$ cat src/ealc_pkg.sv
// ****************************************************************
// e1 alarm response and loopback control constants
// ****************************************************************
package ealc_pkg;

  // register offsets, channel 1 copy
  localparam logic [11:0] ADDR_RESET_LOOP = 12'h0105;
  localparam logic [11:0] ADDR_TEST_CTRL = 12'h0106;
  localparam logic [11:0] ADDR_SYS_AIS_CTRL = 12'h0107;
  localparam logic [11:0] ADDR_STATUS = 12'h0110;
  localparam logic [11:0] ADDR_ALARM_EN = 12'h011a;

  // channel_reset_loopback_ctrl fields
  localparam int BIT_SOFT_RESET = 7;
  localparam int BIT_FORCE_ONES = 2;
  localparam int BIT_REMOTE_LOOP = 1;
  localparam int BIT_LOCAL_LOOP = 0;
  localparam logic [7:0] MASK_RESET_LOOP = 8'h87;

  // alarm_response_enable_ctrl fields
  localparam int BIT_AUTO_MF = 7;
  localparam int BIT_AUTO_RA = 6;
  localparam int BIT_STAT_SLOT0 = 5;
  localparam int BIT_STAT_SLOT16 = 4;
  localparam int BIT_OOM_CRC = 3;
  localparam int BIT_OOM_S16 = 2;
  localparam int BIT_AIS_S16 = 1;
  localparam int BIT_AIS_LINE = 0;

  // manual alarm bits in the test and system ais registers
  localparam int BIT_MANUAL_MF = 5;
  localparam int BIT_MANUAL_RA = 2;

  // status register fields
  localparam int BIT_STAT_REMOTE = 4;
  localparam int BIT_STAT_OOM = 3;
  localparam int BIT_STAT_AIS = 2;

  // reset value and forced ones bit
  localparam logic [7:0] RESET_BYTE = 8'h00;
  localparam logic ALL_ONES_BIT = 1'h1;

  // whole state of the block
  typedef struct packed {
    logic [7:0] reset_loop;
    logic [7:0] alarm_en;
    logic manual_mf;
    logic manual_ra;
    logic remote_status;
    logic oom;
    logic ais;
    logic tx_ra;
    logic tx_mf;
    logic tx_frame;
    logic tx_line;
    logic rx_line;
    logic [7:0] rdata;
  } ealc_state_t;

endpackage : ealc_pkg

$ cat src/ealc_ctrl.sv
`timescale 1ns/1ps

// ****************************************************************
// per-channel alarm response and loopback control
// ****************************************************************
module ealc_ctrl (
  input wire logic CLOCK,
  input wire logic RST,
  // microprocessor port
  input wire logic [11:0] CPU_ADDR,
  input wire logic [7:0] CPU_WDATA,
  input wire logic CPU_WR,
  input wire logic CPU_RD,
  output logic [7:0] CPU_RDATA,
  // receive framer conditions
  input wire logic RX_FRAME_LOSS,
  input wire logic RX_S16_MF_LOSS,
  input wire logic RX_CRC_MF_LOSS,
  input wire logic RX_LINE_AIS,
  input wire logic RX_S16_AIS,
  input wire logic RX_SLOT0_REMOTE_SEEN,
  input wire logic RX_SLOT16_REMOTE_SEEN,
  // transmit frame stream before the encoder
  input wire logic TX_FRAME_IN,
  input wire logic TX_Y_BIT_SLOT,
  input wire logic TX_RA_BIT_SLOT,
  output logic TX_FRAME_OUT,
  // line side
  input wire logic RX_LINE_IN,
  input wire logic TX_LINE_IN,
  output logic TX_LINE_OUT,
  output logic RX_LINE_OUT,
  // alarm levels
  output logic REMOTE_MF_ALARM_TX,
  output logic REMOTE_ALARM_TX,
  output logic REMOTE_ALARM_STATUS,
  output logic OOM_ALARM,
  output logic AIS_ALARM,
  output logic CHANNEL_IN_RESET
);

  // ****************************************************************
  // helpers
  // ****************************************************************

  // address match, used by both the write and read decode
  // one compare for both paths, so a write and a read never disagree on a hit
  function automatic logic addr_hit(input logic [11:0] addr, input logic [11:0] off);
    addr_hit = (addr == off);
  endfunction : addr_hit

  // whole block state lives in one registered struct
  ealc_pkg::ealc_state_t state;
  ealc_pkg::ealc_state_t next_state;

  // decoded control fields
  logic soft_reset;
  logic auto_mf_en;
  logic auto_ra_en;
  logic stat_slot0_en;
  logic stat_slot16_en;
  logic oom_crc_en;
  logic oom_s16_en;
  logic ais_s16_en;
  logic ais_line_en;
  logic force_ones;
  logic remote_loop;
  logic local_loop;
  // live alarm conditions
  logic oom_cond;
  logic ais_cond;
  logic remote_seen;
  logic mf_alarm_value;
  logic ra_alarm_value;
  // read path
  logic status_read;
  logic [7:0] status_byte;
  logic [7:0] read_mux;
  // line path
  logic tx_line_value;

  // ****************************************************************
  // field extraction
  // ****************************************************************

  // control bits taken from the two configuration registers
  // reserved positions of the reset register are never decoded
  assign soft_reset = state.reset_loop[ealc_pkg::BIT_SOFT_RESET];
  assign force_ones = state.reset_loop[ealc_pkg::BIT_FORCE_ONES];
  assign remote_loop = state.reset_loop[ealc_pkg::BIT_REMOTE_LOOP];
  assign local_loop = state.reset_loop[ealc_pkg::BIT_LOCAL_LOOP];
  assign auto_mf_en = state.alarm_en[ealc_pkg::BIT_AUTO_MF];
  assign auto_ra_en = state.alarm_en[ealc_pkg::BIT_AUTO_RA];
  assign stat_slot0_en = state.alarm_en[ealc_pkg::BIT_STAT_SLOT0];
  assign stat_slot16_en = state.alarm_en[ealc_pkg::BIT_STAT_SLOT16];
  assign oom_crc_en = state.alarm_en[ealc_pkg::BIT_OOM_CRC];
  assign oom_s16_en = state.alarm_en[ealc_pkg::BIT_OOM_S16];
  assign ais_s16_en = state.alarm_en[ealc_pkg::BIT_AIS_S16];
  assign ais_line_en = state.alarm_en[ealc_pkg::BIT_AIS_LINE];

  // ****************************************************************
  // alarm conditions
  // ****************************************************************

  // out of multiframe from the enabled causes
  // the enables combine as independent ors, so either one alone counts
  assign oom_cond = (oom_crc_en & RX_CRC_MF_LOSS)
    | (oom_s16_en & RX_S16_MF_LOSS);

  // ais alarm, silent with both enables clear
  // neither term can rise while both enables are clear
  assign ais_cond = (ais_line_en & RX_LINE_AIS)
    | (ais_s16_en & RX_S16_AIS);

  // remote alarm detection from either slot
  assign remote_seen = (stat_slot0_en & RX_SLOT0_REMOTE_SEEN)
    | (stat_slot16_en & RX_SLOT16_REMOTE_SEEN);

  // transmitted alarm bits, automatic part follows the live loss
  // the automatic part is not latched: once the receive side realigns the
  // bit falls back to the manual value on the next clock
  assign mf_alarm_value = state.manual_mf
    | (auto_mf_en & oom_cond);
  assign ra_alarm_value = state.manual_ra
    | (auto_ra_en & RX_FRAME_LOSS);

  // ****************************************************************
  // read path
  // ****************************************************************

  // a read of the status register also clears the sticky remote flag
  assign status_read = CPU_RD & addr_hit(CPU_ADDR, ealc_pkg::ADDR_STATUS);

  // status byte, unused bits read zero
  // oom and ais are live levels, only the remote flag is sticky
  always_comb
  begin
    status_byte = ealc_pkg::RESET_BYTE;
    status_byte[ealc_pkg::BIT_STAT_REMOTE] = state.remote_status;
    status_byte[ealc_pkg::BIT_STAT_OOM] = state.oom;
    status_byte[ealc_pkg::BIT_STAT_AIS] = state.ais;
  end

  // register read selection, unmapped addresses read zero
  always_comb
  begin
    read_mux = ealc_pkg::RESET_BYTE;
    if (addr_hit(CPU_ADDR, ealc_pkg::ADDR_RESET_LOOP))
    begin
      read_mux = state.reset_loop;
    end
    else if (addr_hit(CPU_ADDR, ealc_pkg::ADDR_ALARM_EN))
    begin
      read_mux = state.alarm_en;
    end
    else if (addr_hit(CPU_ADDR, ealc_pkg::ADDR_TEST_CTRL))
    begin
      read_mux[ealc_pkg::BIT_MANUAL_MF] = state.manual_mf;
    end
    else if (addr_hit(CPU_ADDR, ealc_pkg::ADDR_SYS_AIS_CTRL))
    begin
      read_mux[ealc_pkg::BIT_MANUAL_RA] = state.manual_ra;
    end
    else if (addr_hit(CPU_ADDR, ealc_pkg::ADDR_STATUS))
    begin
      read_mux = status_byte;
    end
  end

  // ****************************************************************
  // line path
  // ****************************************************************

  // line output: remote loopback wins, then forced ones, then data
  // remote loopback takes the raw receive bit ahead of the decoder, so the
  // forced ones setting acts on the local transmit path only
  always_comb
  begin
    if (remote_loop)
    begin
      tx_line_value = RX_LINE_IN;
    end
    else if (force_ones)
    begin
      tx_line_value = ealc_pkg::ALL_ONES_BIT;
    end
    else
    begin
      tx_line_value = TX_LINE_IN;
    end
  end

  // ****************************************************************
  // next state
  // ****************************************************************

  // one combinational copy of the state, registered below
  always_comb
  begin
    next_state = state;

    // register writes
    // reserved bits of the reset register are stored as zero
    if (CPU_WR)
    begin
      if (addr_hit(CPU_ADDR, ealc_pkg::ADDR_RESET_LOOP))
      begin
        next_state.reset_loop = CPU_WDATA & ealc_pkg::MASK_RESET_LOOP;
      end
      if (addr_hit(CPU_ADDR, ealc_pkg::ADDR_ALARM_EN))
      begin
        next_state.alarm_en = CPU_WDATA;
      end
      if (addr_hit(CPU_ADDR, ealc_pkg::ADDR_TEST_CTRL))
      begin
        next_state.manual_mf = CPU_WDATA[ealc_pkg::BIT_MANUAL_MF];
      end
      if (addr_hit(CPU_ADDR, ealc_pkg::ADDR_SYS_AIS_CTRL))
      begin
        next_state.manual_ra = CPU_WDATA[ealc_pkg::BIT_MANUAL_RA];
      end
    end

    // read data, captured on the read strobe
    // a write in the same cycle lands after the read, so the old value returns
    if (CPU_RD)
    begin
      next_state.rdata = read_mux;
    end

    // sticky remote status: clear on read, a new detection wins
    // a detection in the same cycle as the read keeps the flag set
    if (status_read)
    begin
      next_state.remote_status = 1'h0;
    end
    if (remote_seen)
    begin
      next_state.remote_status = 1'h1;
    end

    // live alarm levels
    next_state.oom = oom_cond;
    next_state.ais = ais_cond;

    // transmit alarm bits and inserted frame stream
    // the two marked positions never coincide on the line; slot 16 is tested
    // first only to keep the selection a plain priority chain
    next_state.tx_mf = mf_alarm_value;
    next_state.tx_ra = ra_alarm_value;
    if (TX_Y_BIT_SLOT)
    begin
      next_state.tx_frame = TX_FRAME_IN | mf_alarm_value;
    end
    else if (TX_RA_BIT_SLOT)
    begin
      next_state.tx_frame = TX_FRAME_IN | ra_alarm_value;
    end
    else
    begin
      next_state.tx_frame = TX_FRAME_IN;
    end

    // line side registers
    // local loopback sends the encoded transmit bit back towards the decoder
    next_state.tx_line = tx_line_value;
    if (local_loop)
    begin
      next_state.rx_line = TX_LINE_IN;
    end
    else
    begin
      next_state.rx_line = RX_LINE_IN;
    end

    // channel held initialised while soft reset is set
    // control registers survive, so software clears the bit and resumes
    // without reprogramming; read data is left alone so a read completes
    if (soft_reset)
    begin
      next_state.remote_status = 1'h0;
      next_state.oom = 1'h0;
      next_state.ais = 1'h0;
      next_state.tx_mf = 1'h0;
      next_state.tx_ra = 1'h0;
      next_state.tx_frame = 1'h0;
      next_state.tx_line = 1'h0;
      next_state.rx_line = 1'h0;
    end
  end

  // ****************************************************************
  // state register
  // ****************************************************************

  // synchronous reset clears every field, outputs included
  always_ff @(posedge CLOCK)
  begin
    if (RST)
    begin
      state <= '0;
    end
    else
    begin
      state <= next_state;
    end
  end

  // ****************************************************************
  // outputs
  // ****************************************************************

  // all outputs come straight from the state register
  // read data holds until the next read strobe replaces it
  assign CPU_RDATA = state.rdata;
  assign TX_FRAME_OUT = state.tx_frame;
  assign TX_LINE_OUT = state.tx_line;
  assign RX_LINE_OUT = state.rx_line;
  assign REMOTE_MF_ALARM_TX = state.tx_mf;
  assign REMOTE_ALARM_TX = state.tx_ra;
  assign REMOTE_ALARM_STATUS = state.remote_status;
  assign OOM_ALARM = state.oom;
  assign AIS_ALARM = state.ais;
  assign CHANNEL_IN_RESET = soft_reset;

endmodule : ealc_ctrl

$ cat config.mk
export PLATFORM = sky130hd
export DESIGN_NAME = ealc_ctrl
export DESIGN_NICKNAME = d
export VERILOG_FILES = /design/src/ealc_pkg.sv /design/src/ealc_ctrl.sv
export SDC_FILE = /design/constraint.sdc
export NUM_CORES = 1
export LEC_CHECK = 0
export ABC_AREA = 1
export CORE_MARGIN = 10
export CORE_UTILIZATION = 38
export DETAILED_ROUTE_END_ITERATION = 8
export DONT_BUFFER_PORTS = 1
export MAX_ROUTING_LAYER = met4
export SYNTH_ARGS = -nofsm -noshare
export SYNTH_HDL_FRONTEND = slang
export SYNTH_SLANG_ARGS = --single-unit
$ cat constraint.sdc
create_clock -name CLOCK -period 0.9 [get_ports CLOCK]
set_input_delay 0.045 -clock CLOCK [delete_from_list [all_inputs] [get_ports CLOCK]]
set_output_delay 0.045 -clock CLOCK [all_outputs]
set_load 0.03 [all_outputs]
==> flow_metrics.tcl, run 1 <==
set metrics [dict create \
    clk_latency_ns 0.28 \
    cts_buffers 5 \
    syn-num-nets 244 \
    grt_use_total_pct 11.4 \
    synth_top_cell_area_share_pct 39.9 \
    start_kind "register" \
    syn_to_final_growth_pct 30.7 \
    worst_slew_pin_slew_ns 0.306 \
    synthMuxAreaShare_pct 0 \
    dp_hpwl_mm 3.06 \
    grt_pass1_wl_mm 6.40 \
    cts_tree "built" \
    timing.final.ws_setup_ns -0.0838 \
    synth.distinct_cells 29 \
    clk_path_buf_depth 2 \
    start_util_pct 40.2 \
    cpMostUsedCell "nand2_1" \
    synth-adder-area-share_pct 0 \
    finalMaxSlewViolations 0 \
    ant_nets 0 \
    ios 53 \
    fin_skew_ns 0.00369 \
    ys_ff_latch 30 \
    drtIter0Drc 91 \
    grt_setup_unrepaired "true" \
    critPathKind "register to register" \
    postSynthCellCount 208 \
    yosysSeqAreaShare_pct 39.9 \
    fin_crit_ns 0.984 \
    synthXorXnorAreaFrac_pct 0 \
    slowest_stage "dfxtp_2" \
    critPathBufInv 1 \
    maxCapViolations 0 \
    yosysTopAreaCell "dfxtp_1" \
    synth_top_family_by_area "simple AND/OR/NAND/NOR gates" \
    synth-simple-area-share_pct 36.0 \
    max_slew_margin_pct 79.6 \
    core_mm2 0.00374 \
    crit_chain "inv_2, o22ai_2, nand2_1, a21oi_2, nand2_1, nand3_2" \
    ff2ff_path_depth 6 \
    violations "negative hold slack, negative setup slack" \
    yosysWarnings 0 \
    finalPower_mw 2.85 \
    timing.fmax_mhz 1020 \
    dieArea_mm2 0.00688 \
    drc 0 \
    wire_per_inst_um 13.5 \
    critical_path_depth 6 \
    clkSinkCount 30 \
    syn_area_per_cell_um2 7.24 \
    required_ns 1.12 \
    grt_antenna_before_repair 0 \
    port_buffers 0 \
    power_leakage_nw 0.807 \
    path_clk_slew_ns 0.06 \
    n_antenna_cell 0 \
    setup_viol 2 \
    vdd_drop_max_mv 1.16 \
    whs_ns -0.174 \
    drt_first_pass_iters 4 \
    cpPeakStageDelay_ns 0.32 \
    gp_congestion 0.953 \
    hold_viol 23 \
    period_share_pct 109 \
    rows 22 \
    synth_compound_area_share_pct 11.5 \
    critPathArrivalTime_ns 1.21 \
    largest_reg_flops 8 \
    holdPathStages 1 \
    postCtsHoldBufs 9 \
    vias 1372 \
    via_per_inst 4.73 \
    grt_overflow 0 \
    fin_nets 278 \
    cts-root-buf "clkbuf_8" \
    nFillCells 397 \
    synthTopCellsByArea "dfxtp_1, nand2_1, nor2_1" \
    die_h_um 83.0 \
    drt-total-wl_mm 3.91 \
    outcome "complete, but fails checks" \
    crit_path_end_kind "register" \
    crit_family "compound AO/OA/AOI/OAI gates" \
    grt_max_degree 24 \
    cts_htree_levels 2 \
    syn-cell-area_mm2 0.00151 \
    grt_pass1_vias 1345 \
    die_w_um 83.0 \
    hp-class "primary input to register" \
    power.density_mw_per_mm2 1450 \
    place_ws_ns -0.223 \
    drive_above_1_share_pct 31.8 \
    cp_max_fo 2 \
]
cell usage after synthesis, drive strengths merged:
master,number
inv,29
nand3b,1
nor2,38
buf,9
o21ai,6
or2,1
o22ai,1
a211oi,7
nand2,49
a21oi,9
clkinv,1
clkbuf,2
a31oi,4
dfxtp,30
nand3,11
nor3,9
nand4,1
routing by layer:
layer | vias up | track usage [%] | part of all wire [%]
met3 | 5 | 3.81 | 5.7
met2 | 37 | 17.8 | 47
li1 | 716 | - | -
met1 | 614 | 13.6 | 46
met5 | - | - | 0
met4 | 0 | 3.23 | 1.2
final timing paths:
| path | to | slack [ns] | from |
|---|---|---|---|
| min | oom_s16_en | -0.17 | RST |
| max | TX_FRAME_OUT | -0.08 | oom_s16_en |
| max reg2reg | TX_FRAME_OUT | -0.08 | oom_s16_en |
| min reg2reg | CPU_RDATA[5] | 0.46 | CPU_RDATA[5] |
layout make-up:
type	count	area [um2]	share of cell area (%)
multi-input cells	137	746	37.9
flip-flops and latches	30	607	30.8
repair buffers	38	328	16.6
inverters	30	116	5.91
clock buffers	6	82.6	4.19
well taps	48	60.1	3.05
clock inverters	1	30.0	1.52
timing repair:
action	CTS	global route
resized for setup	8	4
pin swaps	4	8
buffers inserted	2	2
hold endpoints to repair	29	23
setup endpoints to repair	4	11
logic make-up after synthesis:
family | count (synthesis)
DFF | 30
and+or+nand+nor | 110
buffers and inverters | 41
AOI/OAI and AO/OA | 27
layout by cell type (no fill, tap or decap), types with 5 or more instances in the layout:
cell | Yosys | layout
a21oi_1 | 9 | 7
buf_4 | 8 | 26
clkbuf_8 | 0 | 6
dfxtp_1 | 30 | 25
dfxtp_2 | 0 | 5
dlygate4sd3_1 | 0 | 9
inv_1 | 26 | 24
nand2_1 | 46 | 46
nand3_1 | 10 | 9
nor2_1 | 27 | 25
nor2_2 | 8 | 10
nor3_1 | 5 | 5
power by group:
part | total [mW] | switching [mW] | internal (mW)
combinational | 0.139 | 0.0693 | 0.0698
sequential | 1.35 | 0.0179 | 1.34
clock | 1.36 | 0.472 | 0.884
total | 2.85 | 0.559 | 2.29
stage by stage:
step	util, %	hold WS [ns]	instances	TNS [ns]	area (um2)
CTS	51.8	-0.181	288	-0.0996	1940
finish	52.6	-0.174	290	-0.143	1970
global route	52.6	-0.192	290	-0.522	1970
global placement	45.4	0.118	270	-1.55	1700
detailed placement	45.4	0.119	270	-1.82	1700
floorplan	-	0.118	208	-0.135	1510
Power figures use the tool's default switching activity.
==> run 2: changes to the inputs <==
--- a/config.mk
+++ b/config.mk
@@ -6,7 +6,7 @@
 export NUM_CORES = 1
 export LEC_CHECK = 0
 export ABC_AREA = 1
-export CORE_MARGIN = 10
+export CORE_MARGIN = 2
 export CORE_UTILIZATION = 38
 export DETAILED_ROUTE_END_ITERATION = 8
 export DONT_BUFFER_PORTS = 1
==> run 2 against run 1 <==
The run still ends with negative hold slack, negative setup slack left. Clock skew is 0.0018 ns lower. Fmax is 2.1% higher. Sequential power hardly changed. Sequential share of layout area is 0.62 points higher. Final cell count is 0.34% lower. Die area is 35% lower.
==> flow_metrics.tcl, run 2 (synthesized netlist as in run 1, its figures left out) <==
set metrics [dict create \
    ff2ff_path_depth 6 \
    largest_reg_flops 8 \
    grt_overflow 0 \
    timing.fmax_mhz 1040 \
    power.density_mw_per_mm2 1360 \
    gp_congestion 0.915 \
    vdd_drop_max_mv 1.11 \
    clk_latency_ns 0.28 \
    fin_nets 276 \
    critPathKind "register to register" \
    worst_slew_pin_slew_ns 0.320 \
    die_w_um 67.0 \
    power_leakage_nw 0.778 \
    path_clk_slew_ns 0.07 \
    final_cells 289 \
    drive_above_1_share_pct 30.7 \
    clkSinkCount 30 \
    clk_path_buf_depth 2 \
    cts_htree_levels 2 \
    timing.final.ws_setup_ns -0.0637 \
    dieArea_mm2 0.00448 \
    crit_path_end_kind "register" \
    fin_crit_ns 0.964 \
    required_ns 1.12 \
    cts_buffers 5 \
    rows 22 \
    grt_pass1_vias 1324 \
    dp_hpwl_mm 2.76 \
    drc 0 \
    place_ws_ns -0.184 \
    maxCapViolations 0 \
    ant_nets 0 \
    syn_to_final_growth_pct 28.2 \
    violations "negative hold slack, negative setup slack" \
    wire_per_inst_um 12.6 \
    drt-total-wl_mm 3.63 \
    max_slew_margin_pct 78.7 \
    cts_tree "built" \
    holdPathStages 1 \
    final_cell_mix "nand2_1, dfxtp_1, nor2_1, buf_4, inv_1" \
    port_buffers 0 \
    drt_first_pass_iters 4 \
    dp_cells 269 \
    grt_pass1_wl_mm 6.08 \
    cts-root-buf "clkbuf_8" \
    final_common_cell "nand2_1" \
    critPathArrivalTime_ns 1.19 \
    via_per_inst 4.76 \
    hp-class "primary input to register" \
    postCtsHoldBufs 9 \
    hold_viol 24 \
    grt_antenna_before_repair 0 \
    finalMaxSlewViolations 0 \
    outcome "complete, but fails checks" \
    whs_ns -0.178 \
    setup_tns_ns -0.122 \
    start_kind "register" \
    grt_max_degree 24 \
    core_mm2 0.00374 \
    ios 53 \
    grt_use_total_pct 18.8 \
    drtIter0Drc 37 \
    vias 1375 \
    cp_max_fo 2 \
    start_util_pct 40.2 \
    setup_viol 2 \
    die_h_um 67.0 \
    grt_setup_unrepaired "true" \
    finalPower_mw 2.62 \
    period_share_pct 107 \
    n_antenna_cell 0 \
    fin_skew_ns 0.00189 \
]
run 2: cell types whose count changed in the layout (fill, tap and decap cells not counted), sizes merged:
cell	delta
bufinv	-1
clkinv	+1
clkinvlp	+1
buf	-2
run 2: layout make-up:
| cell class | count | area (um2) |
|---|---|---|
| repair buffers | 36 | 300 |
| multi-input cells | 137 | 752 |
| clock inverters | 2 | 12.5 |
| fillers | 389 | 1810 |
| clock buffers | 6 | 82.6 |
| inverters | 30 | 116 |
| well taps | 48 | 60.1 |
| flip-flops and latches | 30 | 607 |
run 2: path summary, 6_finish.rpt:
kind | from | endpoint | slack [ns]
hold reg to reg | CPU_RDATA[3] | CPU_RDATA[3] | 0.46
setup / recovery | oom_s16_en | TX_FRAME_OUT | -0.06
hold / removal | RST | oom_crc_en | -0.18
setup reg to reg | oom_s16_en | TX_FRAME_OUT | -0.06
run 2: metal layers:
layer	GRT usage (%)	routed length (um)	up-vias
met5	-	0	-
met4	6.12	39	0
met3	5.07	241	5
met2	30.0	1770	39
met1	23.2	1580	617
li1	-	-	714
run 2: report_power, final:
group / internal, mW / switching (mW)
Sequential: 1.33 / 0.0174
Clock: 0.613 / 0.512
Combinational: 0.0748 / 0.0699
run 2: timing repair:
action | CTS | global route
endpoints found under the hold margin | 30 | 24
pin swaps | 6 | 6
resized for setup | 7 | 6
buffers inserted | 1 | 2
endpoints found under the setup margin | 5 | 9
run 2: metrics by stage:
step                util, %  cell area [um2]  hold WS (ns)
floorplan                 -             1510         0.118
global placement       44.9             1680         0.117
detailed placement     44.9             1680         0.118
CTS                    50.6             1890        -0.187
global route           51.6             1930        -0.192
finish                 51.6             1930        -0.178
run 2: worst max-delay path, cell delays in order, from the launching register on:
cell and delay, ns:
dfxtp_2 0.32, inv_2 0.04, o22ai_2 0.15, nand2_1 0.10, a21oi_2 0.16, nand2_1 0.07, nand3_1 0.06
